===== config.mk =====
export PLATFORM = sky130hd
export DESIGN_NAME = tvs_regs
export DESIGN_NICKNAME = d
export VERILOG_FILES = /design/src/shared/tvs_pkg.sv /design/src/verilog/tvs_regs.sv
export SDC_FILE = /design/constraint.sdc
export NUM_CORES = 1
export LEC_CHECK = 0
export BUFFER_PORTS_ARGS = -buffer_cell sky130_fd_sc_hd__buf_4
export CORE_UTILIZATION = 43
export CTS_CLUSTER_SIZE = 28
export DETAILED_ROUTE_END_ITERATION = 7
export GPL_ROUTABILITY_DRIVEN = 0
export PLACE_DENSITY = 0.92
export SYNTH_ARGS = -nofsm -noshare
export SYNTH_HDL_FRONTEND = slang
export SYNTH_SLANG_ARGS = --single-unit

===== constraint.sdc =====
create_clock -name i_clk -period 1.9 [get_ports i_clk]
set_clock_uncertainty 0.05 [all_clocks]
set_input_delay 0.19 -clock i_clk [delete_from_list [all_inputs] [get_ports i_clk]]
set_output_delay 0.19 -clock i_clk [all_outputs]
set_load 0.05 [all_outputs]

===== src/shared/tvs_pkg.sv =====
// Purpose: Constants for the temperature value and source select register bank.
// Assumes: Byte-wide register port with eight-bit addresses.
// Notes: Offsets are the printed byte addresses.
`default_nettype none
package tvs_pkg;
    localparam logic [7:0] ADDR_Z2A_F_HIGH = 8'h1d;
    localparam logic [7:0] ADDR_Z2B_F_LOW = 8'h1e;
    localparam logic [7:0] ADDR_Z2B_F_HIGH = 8'h1f;
    localparam logic [7:0] ADDR_Z3_LOW = 8'h20;
    localparam logic [7:0] ADDR_Z3_HIGH = 8'h21;
    localparam logic [7:0] ADDR_Z4_LOW = 8'h22;
    localparam logic [7:0] ADDR_Z4_HIGH = 8'h23;
    localparam logic [7:0] ADDR_SRC_SEL = 8'h31;
    localparam logic [7:0] SRC_SEL_RESET = 8'h00;
    localparam logic [7:0] SRC_SEL_MASK = 8'h1f;
    localparam logic [7:0] TEMP_RESET = 8'h00;
    localparam logic [7:0] HALF_LOW_MASK = 8'h80;
    localparam logic [7:0] FRAC_LOW_MASK = 8'hf0;
    localparam logic [7:0] SIGN_FLIP = 8'h80;
    localparam int BIT_CH11 = 0;
    localparam int BIT_CH15 = 1;
    localparam int BIT_R1B = 2;
    localparam int BIT_R2B = 3;
    localparam int BIT_HOST_Z3 = 4;
endpackage : tvs_pkg
`default_nettype wire


===== src/verilog/tvs_regs.sv =====
// Purpose: Zone temperature value registers and the temperature source select register.
// Assumes: Single clock; the register port is a simple byte strobe interface.
// Notes: Converter results arrive on the same clock together with a load strobe.
//
// Behaviour
// - The zone 2a filtered high byte reads the same value as the zone 2a filtered register.
// - Zone 2b filtered pair is read only, high mirrors its source, low keeps bits 7 to 4.
// - Zone 3 and 4 use a signed high byte and a low byte with only the half degree bit.
// - The zone 3 high byte is the internal temperature register itself.
// - The zone 4 high byte is the external digital temperature register itself.
// - With bit 0 set and bit 4 clear, zone 3 loads channel eleven with its top bit inverted.
// - With bits 0 and 4 clear, zone 3 loads the on-chip diode reading.
// - All zone 3 and 4 consumers see the value of the selected source.
// - With bit 1 set, zone 4 is read only and loads channel fifteen with top bit inverted.
// - With bit 1 clear, zone 4 takes host writes and host keeps it current.
// - Bit 2 selects remote diode 1b over analog input one on a shared pin.
// - Bit 3 selects remote diode 2b over analog input two on a shared pin.
// - With bit 4 set, zone 3 stops automatic loads and takes host writes.
`default_nettype none
module tvs_regs (
    // Clock and reset
    input wire logic i_clk,
    input wire logic i_nrst,
    // Register port
    input wire logic i_wr,
    input wire logic [7:0] i_addr,
    input wire logic [7:0] i_wdata,
    output logic [7:0] o_rdata,
    // Values from the measurement side
    input wire logic [7:0] i_zone2a_filtered,
    input wire logic [7:0] i_zone2b_filtered_high,
    input wire logic [7:0] i_zone2b_filtered_low,
    input wire logic [7:0] i_diode_high,
    input wire logic i_diode_half,
    input wire logic i_diode_load,
    input wire logic [7:0] i_analog_channel_eleven,
    input wire logic i_ch11_load,
    input wire logic [7:0] i_analog_channel_fifteen,
    input wire logic i_ch15_load,
    // Values to consumers
    output logic [7:0] o_zone3_temp,
    output logic o_zone3_half,
    output logic [7:0] o_zone4_temp,
    output logic o_zone4_half,
    // Pin function selects
    output logic o_remote_one_b_pin_select,
    output logic o_remote_two_b_pin_select
);
    // Source select register.
    logic [7:0] src_sel_r;
    logic [7:0] src_sel_nxt;

    // Zone 3 store: whole degrees and the half degree bit.
    logic [7:0] z3_high_r;
    logic [7:0] z3_high_nxt;
    logic z3_half_r;
    logic z3_half_nxt;

    // Zone 4 store: whole degrees and the half degree bit.
    logic [7:0] z4_high_r;
    logic [7:0] z4_high_nxt;
    logic z4_half_r;
    logic z4_half_nxt;

    // Select fields, one named wire per bit.
    wire internal_from_channel_eleven = src_sel_r[tvs_pkg::BIT_CH11];
    wire external_from_channel_fifteen = src_sel_r[tvs_pkg::BIT_CH15];
    wire remote_one_b_sel = src_sel_r[tvs_pkg::BIT_R1B];
    wire remote_two_b_sel = src_sel_r[tvs_pkg::BIT_R2B];
    wire host_z3 = src_sel_r[tvs_pkg::BIT_HOST_Z3];

    // Address decode for the read path; the zone 3, zone 4 and select hits also drive the write strobes.
    wire hit_z2a_high = (i_addr == tvs_pkg::ADDR_Z2A_F_HIGH);
    wire hit_z2b_low = (i_addr == tvs_pkg::ADDR_Z2B_F_LOW);
    wire hit_z2b_high = (i_addr == tvs_pkg::ADDR_Z2B_F_HIGH);

    wire hit_z3_low = (i_addr == tvs_pkg::ADDR_Z3_LOW);
    wire hit_z3_high = (i_addr == tvs_pkg::ADDR_Z3_HIGH);

    wire hit_z4_low = (i_addr == tvs_pkg::ADDR_Z4_LOW);
    wire hit_z4_high = (i_addr == tvs_pkg::ADDR_Z4_HIGH);

    wire hit_sel = (i_addr == tvs_pkg::ADDR_SRC_SEL);

    // The mirrored filtered bytes get no strobe, so writes to them are dropped.
    wire wr_sel = i_wr && hit_sel;

    wire wr_z3h = i_wr && hit_z3_high;
    wire wr_z3l = i_wr && hit_z3_low;

    wire wr_z4h = i_wr && hit_z4_high;
    wire wr_z4l = i_wr && hit_z4_low;

    wire wdata_half = |(i_wdata & tvs_pkg::HALF_LOW_MASK);

    // reserved bits dropped
    // Masking on the way in keeps the read path free of a second mask.
    always_comb begin
        src_sel_nxt = src_sel_r;
        if (wr_sel) begin
            src_sel_nxt = i_wdata & tvs_pkg::SRC_SEL_MASK;
        end
    end

    always_ff @(posedge i_clk or negedge i_nrst) begin
        if (!i_nrst) begin
            src_sel_r <= tvs_pkg::SRC_SEL_RESET;
        end else begin
            src_sel_r <= src_sel_nxt;
        end
    end

    // Converter codes are offset binary; flipping the top bit makes them signed.
    wire [7:0] ch11_signed = i_analog_channel_eleven ^ tvs_pkg::SIGN_FLIP;
    wire [7:0] ch15_signed = i_analog_channel_fifteen ^ tvs_pkg::SIGN_FLIP;

    // Which producer owns zone 3 this cycle.
    typedef enum {
        TVS_Z3_DIODE,
        TVS_Z3_CH11,
        TVS_Z3_HOST
    } tvs_z3_src_e;

    tvs_z3_src_e z3_src;

    // host owns zone 3
    // Host mode is checked first, so no automatic load can race a host write.
    always_comb begin
        if (host_z3) begin
            z3_src = TVS_Z3_HOST;
        end else if (internal_from_channel_eleven) begin
            z3_src = TVS_Z3_CH11;
        end else begin
            z3_src = TVS_Z3_DIODE;
        end
    end

    always_comb begin
        z3_high_nxt = z3_high_r;
        case (z3_src)
            TVS_Z3_CH11: begin
                if (i_ch11_load) begin
                    z3_high_nxt = ch11_signed;
                end
            end
            TVS_Z3_DIODE: begin
                if (i_diode_load) begin
                    z3_high_nxt = i_diode_high;
                end
            end
            TVS_Z3_HOST: begin
                if (wr_z3h) begin
                    z3_high_nxt = i_wdata;
                end
            end
            default: begin
                z3_high_nxt = z3_high_r;
            end
        endcase
    end

    // A channel source carries no fraction, so its load clears the half bit.
    always_comb begin
        z3_half_nxt = z3_half_r;
        case (z3_src)
            TVS_Z3_CH11: begin
                if (i_ch11_load) begin
                    z3_half_nxt = 1'b0;
                end
            end
            TVS_Z3_DIODE: begin
                if (i_diode_load) begin
                    z3_half_nxt = i_diode_half;
                end
            end
            TVS_Z3_HOST: begin
                if (wr_z3l) begin
                    z3_half_nxt = wdata_half;
                end
            end
            default: begin
                z3_half_nxt = z3_half_r;
            end
        endcase
    end

    always_ff @(posedge i_clk or negedge i_nrst) begin
        if (!i_nrst) begin
            z3_high_r <= tvs_pkg::TEMP_RESET;
        end else begin
            z3_high_r <= z3_high_nxt;
        end
    end

    always_ff @(posedge i_clk or negedge i_nrst) begin
        if (!i_nrst) begin
            z3_half_r <= 1'b0;
        end else begin
            z3_half_r <= z3_half_nxt;
        end
    end

    // Which producer owns zone 4 this cycle.
    typedef enum {
        TVS_Z4_HOST,
        TVS_Z4_CH15
    } tvs_z4_src_e;

    tvs_z4_src_e z4_src;

    always_comb begin
        if (external_from_channel_fifteen) begin
            z4_src = TVS_Z4_CH15;
        end else begin
            z4_src = TVS_Z4_HOST;
        end
    end

    // A converter that never strobes leaves zone 4 holding its last value.
    always_comb begin
        z4_high_nxt = z4_high_r;
        case (z4_src)
            TVS_Z4_CH15: begin
                if (i_ch15_load) begin
                    z4_high_nxt = ch15_signed;
                end
            end
            TVS_Z4_HOST: begin
                if (wr_z4h) begin
                    z4_high_nxt = i_wdata;
                end
            end
            default: begin
                z4_high_nxt = z4_high_r;
            end
        endcase
    end

    always_comb begin
        z4_half_nxt = z4_half_r;
        case (z4_src)
            TVS_Z4_CH15: begin
                if (i_ch15_load) begin
                    z4_half_nxt = 1'b0;
                end
            end
            TVS_Z4_HOST: begin
                if (wr_z4l) begin
                    z4_half_nxt = wdata_half;
                end
            end
            default: begin
                z4_half_nxt = z4_half_r;
            end
        endcase
    end

    always_ff @(posedge i_clk or negedge i_nrst) begin
        if (!i_nrst) begin
            z4_high_r <= tvs_pkg::TEMP_RESET;
        end else begin
            z4_high_r <= z4_high_nxt;
        end
    end

    always_ff @(posedge i_clk or negedge i_nrst) begin
        if (!i_nrst) begin
            z4_half_r <= 1'b0;
        end else begin
            z4_half_r <= z4_half_nxt;
        end
    end

    wire [7:0] z3_low = {8{z3_half_r}} & tvs_pkg::HALF_LOW_MASK;
    wire [7:0] z4_low = {8{z4_half_r}} & tvs_pkg::HALF_LOW_MASK;

    wire [7:0] z2b_low = i_zone2b_filtered_low & tvs_pkg::FRAC_LOW_MASK;

    // Read terms, each zero unless its own address is selected.
    // zone 2a mirror
    wire [7:0] rd_z2a_high = hit_z2a_high ? i_zone2a_filtered : 8'h00;

    wire [7:0] rd_z2b_low = hit_z2b_low ? z2b_low : 8'h00;
    wire [7:0] rd_z2b_high = hit_z2b_high ? i_zone2b_filtered_high : 8'h00;

    wire [7:0] rd_z3_low = hit_z3_low ? z3_low : 8'h00;
    wire [7:0] rd_z3_high = hit_z3_high ? z3_high_r : 8'h00;

    wire [7:0] rd_z4_low = hit_z4_low ? z4_low : 8'h00;
    wire [7:0] rd_z4_high = hit_z4_high ? z4_high_r : 8'h00;

    wire [7:0] rd_sel = hit_sel ? src_sel_r : 8'h00;

    // Unmapped addresses read zero because every term is zero there.
    assign o_rdata = rd_z2a_high |
        rd_z2b_low |
        rd_z2b_high |
        rd_z3_low |
        rd_z3_high |
        rd_z4_low |
        rd_z4_high |
        rd_sel;

    assign o_zone3_temp = z3_high_r;
    assign o_zone3_half = z3_half_r;
    assign o_zone4_temp = z4_high_r;
    assign o_zone4_half = z4_half_r;

    assign o_remote_one_b_pin_select = remote_one_b_sel;

    assign o_remote_two_b_pin_select = remote_two_b_sel;
endmodule : tvs_regs
`default_nettype wire


Word level (Yosys, flattened, before mapping)
Cells that the tools add are included.
{"block": "totals", "reg_bits": 23, "out_inout_bits": 28, "word_cells": 70}
{"block": "op_classes", "n_eq_ne": 18, "muxes": 25, "n_bitwise": 9, "reduce_logical": 13}
{"operator": "8-bit two-way mux", "count": 12}
{"operator": "32-bit logical NOT", "count": 2}
{"operator": "8-bit OR", "count": 6}
{"operator": "8-bit by 6-bit equality test with 1-bit output (second input constant)", "count": 5}
{"operator": "32-bit by 1-bit equality test with 1-bit output (second input constant)", "count": 1}
{"operator": "32-bit by 2-bit equality test with 1-bit output (second input constant)", "count": 1}
{"operator": "32-bit two-way mux", "count": 1}
{"operator": "8-bit by 5-bit equality test with 1-bit output (second input constant)", "count": 3}
{"operator": "8-bit case mux with 3 select lines", "count": 1}
{"operator": "8-bit case mux with 2 select lines", "count": 1}
{"operator": "2-bit inequality test (second input constant)", "count": 7}
{"operator": "8-bit by 5-bit OR with 8-bit output", "count": 1}
{"operator": "4-bit AND reduction", "count": 2}
{"operator": "1-bit two-way mux", "count": 7}
{"operator": "3-bit AND reduction", "count": 2}
{"operator": "1-bit logical AND", "count": 5}
{"operator": "5-bit two-way mux", "count": 1}
{"operator": "1-bit case mux with 3 select lines", "count": 1}
{"operator": "3-bit nonzero test", "count": 1}
{"operator": "1-bit inverter", "count": 2}
{"operator": "1-bit case mux with 2 select lines", "count": 1}
{"operator": "2-bit nonzero test", "count": 1}
{"operator": "1-bit equality test (second input constant)", "count": 1}

Depth between registers and ports, before layout
{"block": "depth", "depth_word": 9, "depth_mapped": 6, "mapped_depth_nobuf": 3}

Least setup slack after synthesis
No wires, ideal clock.
{"block": "synth_path", "path_kind": "input port to output port", "from": "input port i_addr[5]", "to": "output port o_rdata[7]", "t_arrival_ns": 1.929, "setup_slack_ns": -0.269, "cell_stages": 3, "n_path_buf": 0, "path_cell_list": "nand4b_1 or3_1 o21ai_0"}
{"block": "synth_between", "elab_chain_cells": 9}
{"element": "from (decl)", "line_no": "tvs_regs.sv:26", "source": "input wire logic [7:0] i_addr,"}
{"element": "8-bit by 5-bit equality test with 1-bit output (on tied branches)", "line_no": "tvs_regs.sv:73, tvs_regs.sv:74"}
{"element": "8-bit two-way mux (on tied branches)", "line_no": "tvs_regs.sv:281, tvs_regs.sv:283"}
{"element": "8-bit OR", "line_no": "tvs_regs.sv:295", "source": "assign o_rdata = rd_z2a_high |"}
{"element": "8-bit OR", "line_no": "tvs_regs.sv:296", "source": "rd_z2b_low |"}
{"element": "8-bit OR", "line_no": "tvs_regs.sv:297", "source": "rd_z2b_high |"}
{"element": "8-bit OR", "line_no": "tvs_regs.sv:298", "source": "rd_z3_low |"}
{"element": "8-bit OR", "line_no": "tvs_regs.sv:299", "source": "rd_z3_high |"}
{"element": "8-bit OR (*)", "line_no": "tvs_regs.sv:300", "source": "rd_z4_low |"}
{"element": "8-bit by 5-bit OR with 8-bit output (*)", "line_no": "tvs_regs.sv:301", "source": "rd_z4_high |"}
{"element": "to (decl)", "line_no": "tvs_regs.sv:28", "source": "output logic [7:0] o_rdata,"}
Mark *: on every way between the ends. The rest lies on a longest branch, timed or not.

Final worst setup path
{"block": "layout_path", "from": "input port i_addr[3]", "to": "output port o_rdata[4]"}
{"block": "layout_between", "elab_chain_cells": 9}
{"element": "8-bit by 5-bit equality test with 1-bit output (on tied branches)", "line_no": "tvs_regs.sv:73, tvs_regs.sv:74"}
{"element": "8-bit two-way mux (on tied branches)", "line_no": "tvs_regs.sv:281, tvs_regs.sv:283"}
{"element": "8-bit OR", "line_no": "tvs_regs.sv:295"}
{"element": "8-bit OR", "line_no": "tvs_regs.sv:296"}
{"element": "8-bit OR", "line_no": "tvs_regs.sv:297"}
{"element": "8-bit OR", "line_no": "tvs_regs.sv:298"}
{"element": "8-bit OR", "line_no": "tvs_regs.sv:299"}
{"element": "8-bit OR", "line_no": "tvs_regs.sv:300"}
{"element": "8-bit by 5-bit OR with 8-bit output (*)", "line_no": "tvs_regs.sv:301"}
Marked as above.

==> summary.md <==
| Metric | Value |
|---|---|
| CTS max path bufs | `2` |
| Multiplexer share of the synthesized area | `19.7%` |
| Share of the synthesized area in the top cell type | `35.2%` |
| Layout cells sized above 1 | `57.0%` |
| CP cell instances | `buf_4 > or4b_4 > buf_4 > nor3_1 > a221o_1 > buf_4` |
| Worst Tran Pin Value | `0.408 ns` |
| 1st-pass router iterations | `4` |
| Drt wl/cell | `17.0 um` |
| Clk Latency, worst-skew pair | `0.27 ns` |
| CP max stage delay | `~0.57 ns` |
| Comb power frac | `47.0%` |
| Count of cell types in the netlist | `42` |
| CP required | `roughly 1.7 ns` |
| Footprint of the multi-input gates | `approximately 1000 sq um` |
| Reg clk slew, reported paths | `0.08 ns` |
| Pwr per Cell Area | `726 nW/um^2` |
| Wire length of the first global-routing pass | `8320 um` |
| Register Area | `576 sq um` |
| Commonest non-fill, non-tap cell in the layout | `buf_4` |
| Via-to-Cell Ratio | `5.80` |
| Worst Hold Launch | `i_wdata[6]` |
| Largest area contributor in the netlist | `dfrtp_1` |
| Num CTS Buffers | `3` |
| Initial antenna violation count | `0` |
| Cell area after synthesis | `1630 sq um` |
| Reg power frac | `a little over a third` |
| Crit path max-delay family | `simple AND/OR/NAND/NOR gates` |
| Die width | `63.6 um` |
| Starting Density | `44.6%` |
| Core Area | `3660 sq um` |
| Gr ovfl total | `0` |
| Leak | `1.18 nW` |
| Post-synthesis compound-gate area fraction | `between 20% and 30%` |
| Crit end category | `output pin` |
| Unrepaired setup endpoints after global routing | `no` |
| Setup crit start kind | `input port` |
| Clk sink count | `23` |
| I/O Buffers | `94` |
| Final worst path period share | `between 90% and 100%` |
| Via count | `1774` |
| Crit path max fanout | `7` |
| Max-slew violations | `0` |
| Outcome | `completed` |
| Top cell by count, worst path | `buf_4` |
| Synth Area in XOR/XNOR | `0%` |
| Net Sw Frac | `40.8%` |
| Register area share after synthesis | `a little over a third` |
| Ys async rst share | `between 90% and 100%` |
| Largest family of logic cells by synthesized area | `compound AO/OA/AOI/OAI gates` |
| Reg2reg start | `src_sel_r[1]` |
| Number of global-route vias before repair | `~1800` |
| Largest net degree at the start of global routing | `24` |
| CTS tree | `built` |
| DRT iter0 DRCs | `84` |
| Post-Synth Adder-Cell Area | `0%` |
| H-tree levels | `1` |
| Final hold slack | `about 0.12 ns` |
| Power Internal | `1.09 mW` |
| R2R Path End | `o_zone4_temp[6]` |
| Crit path time final | `1.83 ns` |
| Post-synthesis instance total | `151` |
| Fin cells | `306` |
| Nets | `330` |
| Post-DP HPWL | `a little over 4000 um` |
| Max Clk Rate | `548 MHz` |
| Area Overhead vs Synth | `55.3%` |
| CP max-delay cell | `or4b_4` |
| Count of final setup violators | `0` |
| Endpoint with the worst hold slack | `o_zone3_temp[6]` |
| Clk pwr share | `16.9%` |
| Synth Flop Type | `dfrtp_1` |
| DR DRC count | `0` |
| Leading post-synthesis cells by cell area | `dfrtp_1 35%, mux2i_1 9.8%, mux2_2 8.3%` |
| Antenna diode count | `0` |
| Flop2flop setup slack | `0.19 ns` |
| Total Routing Usage GR | `26.6%` |
| Post-CTS Setup Bufs | `0` |
| Arrival @ worst endpoint | `around 1.6 ns` |
| Placed cells | `301` |
| Number of flops mapped to enable cells by yosys | `0` |
| MaxCap Viol Count | `0` |
| Endpoints failing hold | `0` |
| NetSw | `0.752 mW` |
| Filler cells | `296` |
| I/O pin total | `99` |
| Most frequent cells in the layout | `111 x buf_4, 23 x dfrtp_1, 16 x mux2i_1, 14 x nor3_1` |
| WL final | `5190 um` |
| Flops & latches, synth | `23` |
| CP Buf/Inv Count | `3` |
| WS Path Type | `in -> out` |
| Hold Path Depth | `2` |
| Worst Hold Class | `in -> reg` |
| Mapped Nets | `222` |
| Max-slew headroom | `between 70% and 80%` |
| Setup TNS | `0 ns` |
| Synth Warn # | `0` |
| Reg2reg path depth | `4` |
| Rows | `22` |
| Total die area | `4050 sq um` |
| CTS Root Buffer Type | `clkbuf_8` |
| DIE HEIGHT | `63.6 um` |
| Post-Synth Simple-Gate Area | `19.1%` |
| VDD IR max | `around 0.00057 V` |
| Avg Inst Size Synth | `10.8 sq um` |
| Post-route ant nets | `0` |
[metrics by stage]
step	total power, mW	cell area, sq um	util [%]	worst slack [ns]
floorplan	1.19	1650	-	0.0763
CTS	1.84	2530	69.2	0.0246
global route	1.93	2540	69.3	0.00993
detailed placement	1.54	2480	67.7	0.00566
global placement	1.52	2480	67.7	0.0212
finish	1.84	2540	69.3	0.0740
[registers in the layout, indices dropped and copies added (netlist names)]
name / cells
o_zone4_half: 1
o_zone4_temp: 8
o_zone3_temp: 8
src_sel_r: 5
o_zone3_half: 1
[cell type report]
cell class | instances | share of cell area [%]
Clock inverter | 1 | 0.197
Multi-Input combinational cell | 116 | 39.4
Timing Repair Buffer | 112 | 33.2
Tap cell | 48 | 2.37
Inverter | 3 | 0.444
Clock buffer | 3 | 1.63
Sequential cell | 23 | 22.7
[cells in the mapped netlist (2+ instances only)]
cell type  instances
dfrtp_1           23
mux2i_1           16
nor3_1            14
a221o_1           12
mux2_2            12
o221a_2            7
or2_2              7
nor2_1             4
a22oi_1            3
buf_6              3
clkbuf_1           3
inv_1              3
nand2_1            3
nand2b_1           3
nand3b_1           3
o22ai_1            3
or3_1              3
a22o_1             2
nand3_1            2
nor3b_1            2
or4_1              2
[layer usage]
layer	part of all wire [%]	global-route usage (%)	up-vias
met5	0	0	-
met4	1.9	7.67	0
met3	5.7	3.62	11
met2	53	48.8	77
met1	40	31.6	858
li1	-	-	828
[cell families after synthesis]
family	count (synthesis)
AO/OA/AOI/OAI	35
buffers and inverters	12
flip-flops	23
multiplexers	29
AND/OR/NAND/NOR	52
[power groups by stage]
| stage | Combinational (mW) | Sequential, mW | Clock, mW |
|---|---|---|---|
| floorplan | 0.228 | 0.965 | 0 |
| finish | 0.866 | 0.665 | 0.311 |
| global route | 0.908 | 0.677 | 0.342 |
| global placement | 0.851 | 0.669 | 0 |
| detailed placement | 0.868 | 0.671 | 0 |
| CTS | 0.870 | 0.664 | 0.308 |
[worst max path at each step]
stage	start	endpoint	slack [ns]	cells after the start
2_1_floorplan	i_addr[5]	o_rdata[7]	0.08	3
3_3_place_gp	i_addr[3]	o_zone4_temp[6]	0.02	5
3_5_place_dp	i_addr[3]	o_zone4_temp[6]	0.006	5
4_1_cts	i_addr[3]	o_rdata[0]	0.02	6
5_1_grt	o_zone3_temp[7]	o_rdata[7]	0.01	4
6_report	i_addr[3]	o_rdata[4]	0.07	6
[repair_timing]
action / CTS / global route
gates resized for setup: 0 / 1
endpoints found under the setup margin: 0 / 3
hold endpoints to repair: 23 / 0
hold buffers: 1 / 0
Note: power is estimated with default switching activity, not from simulation.
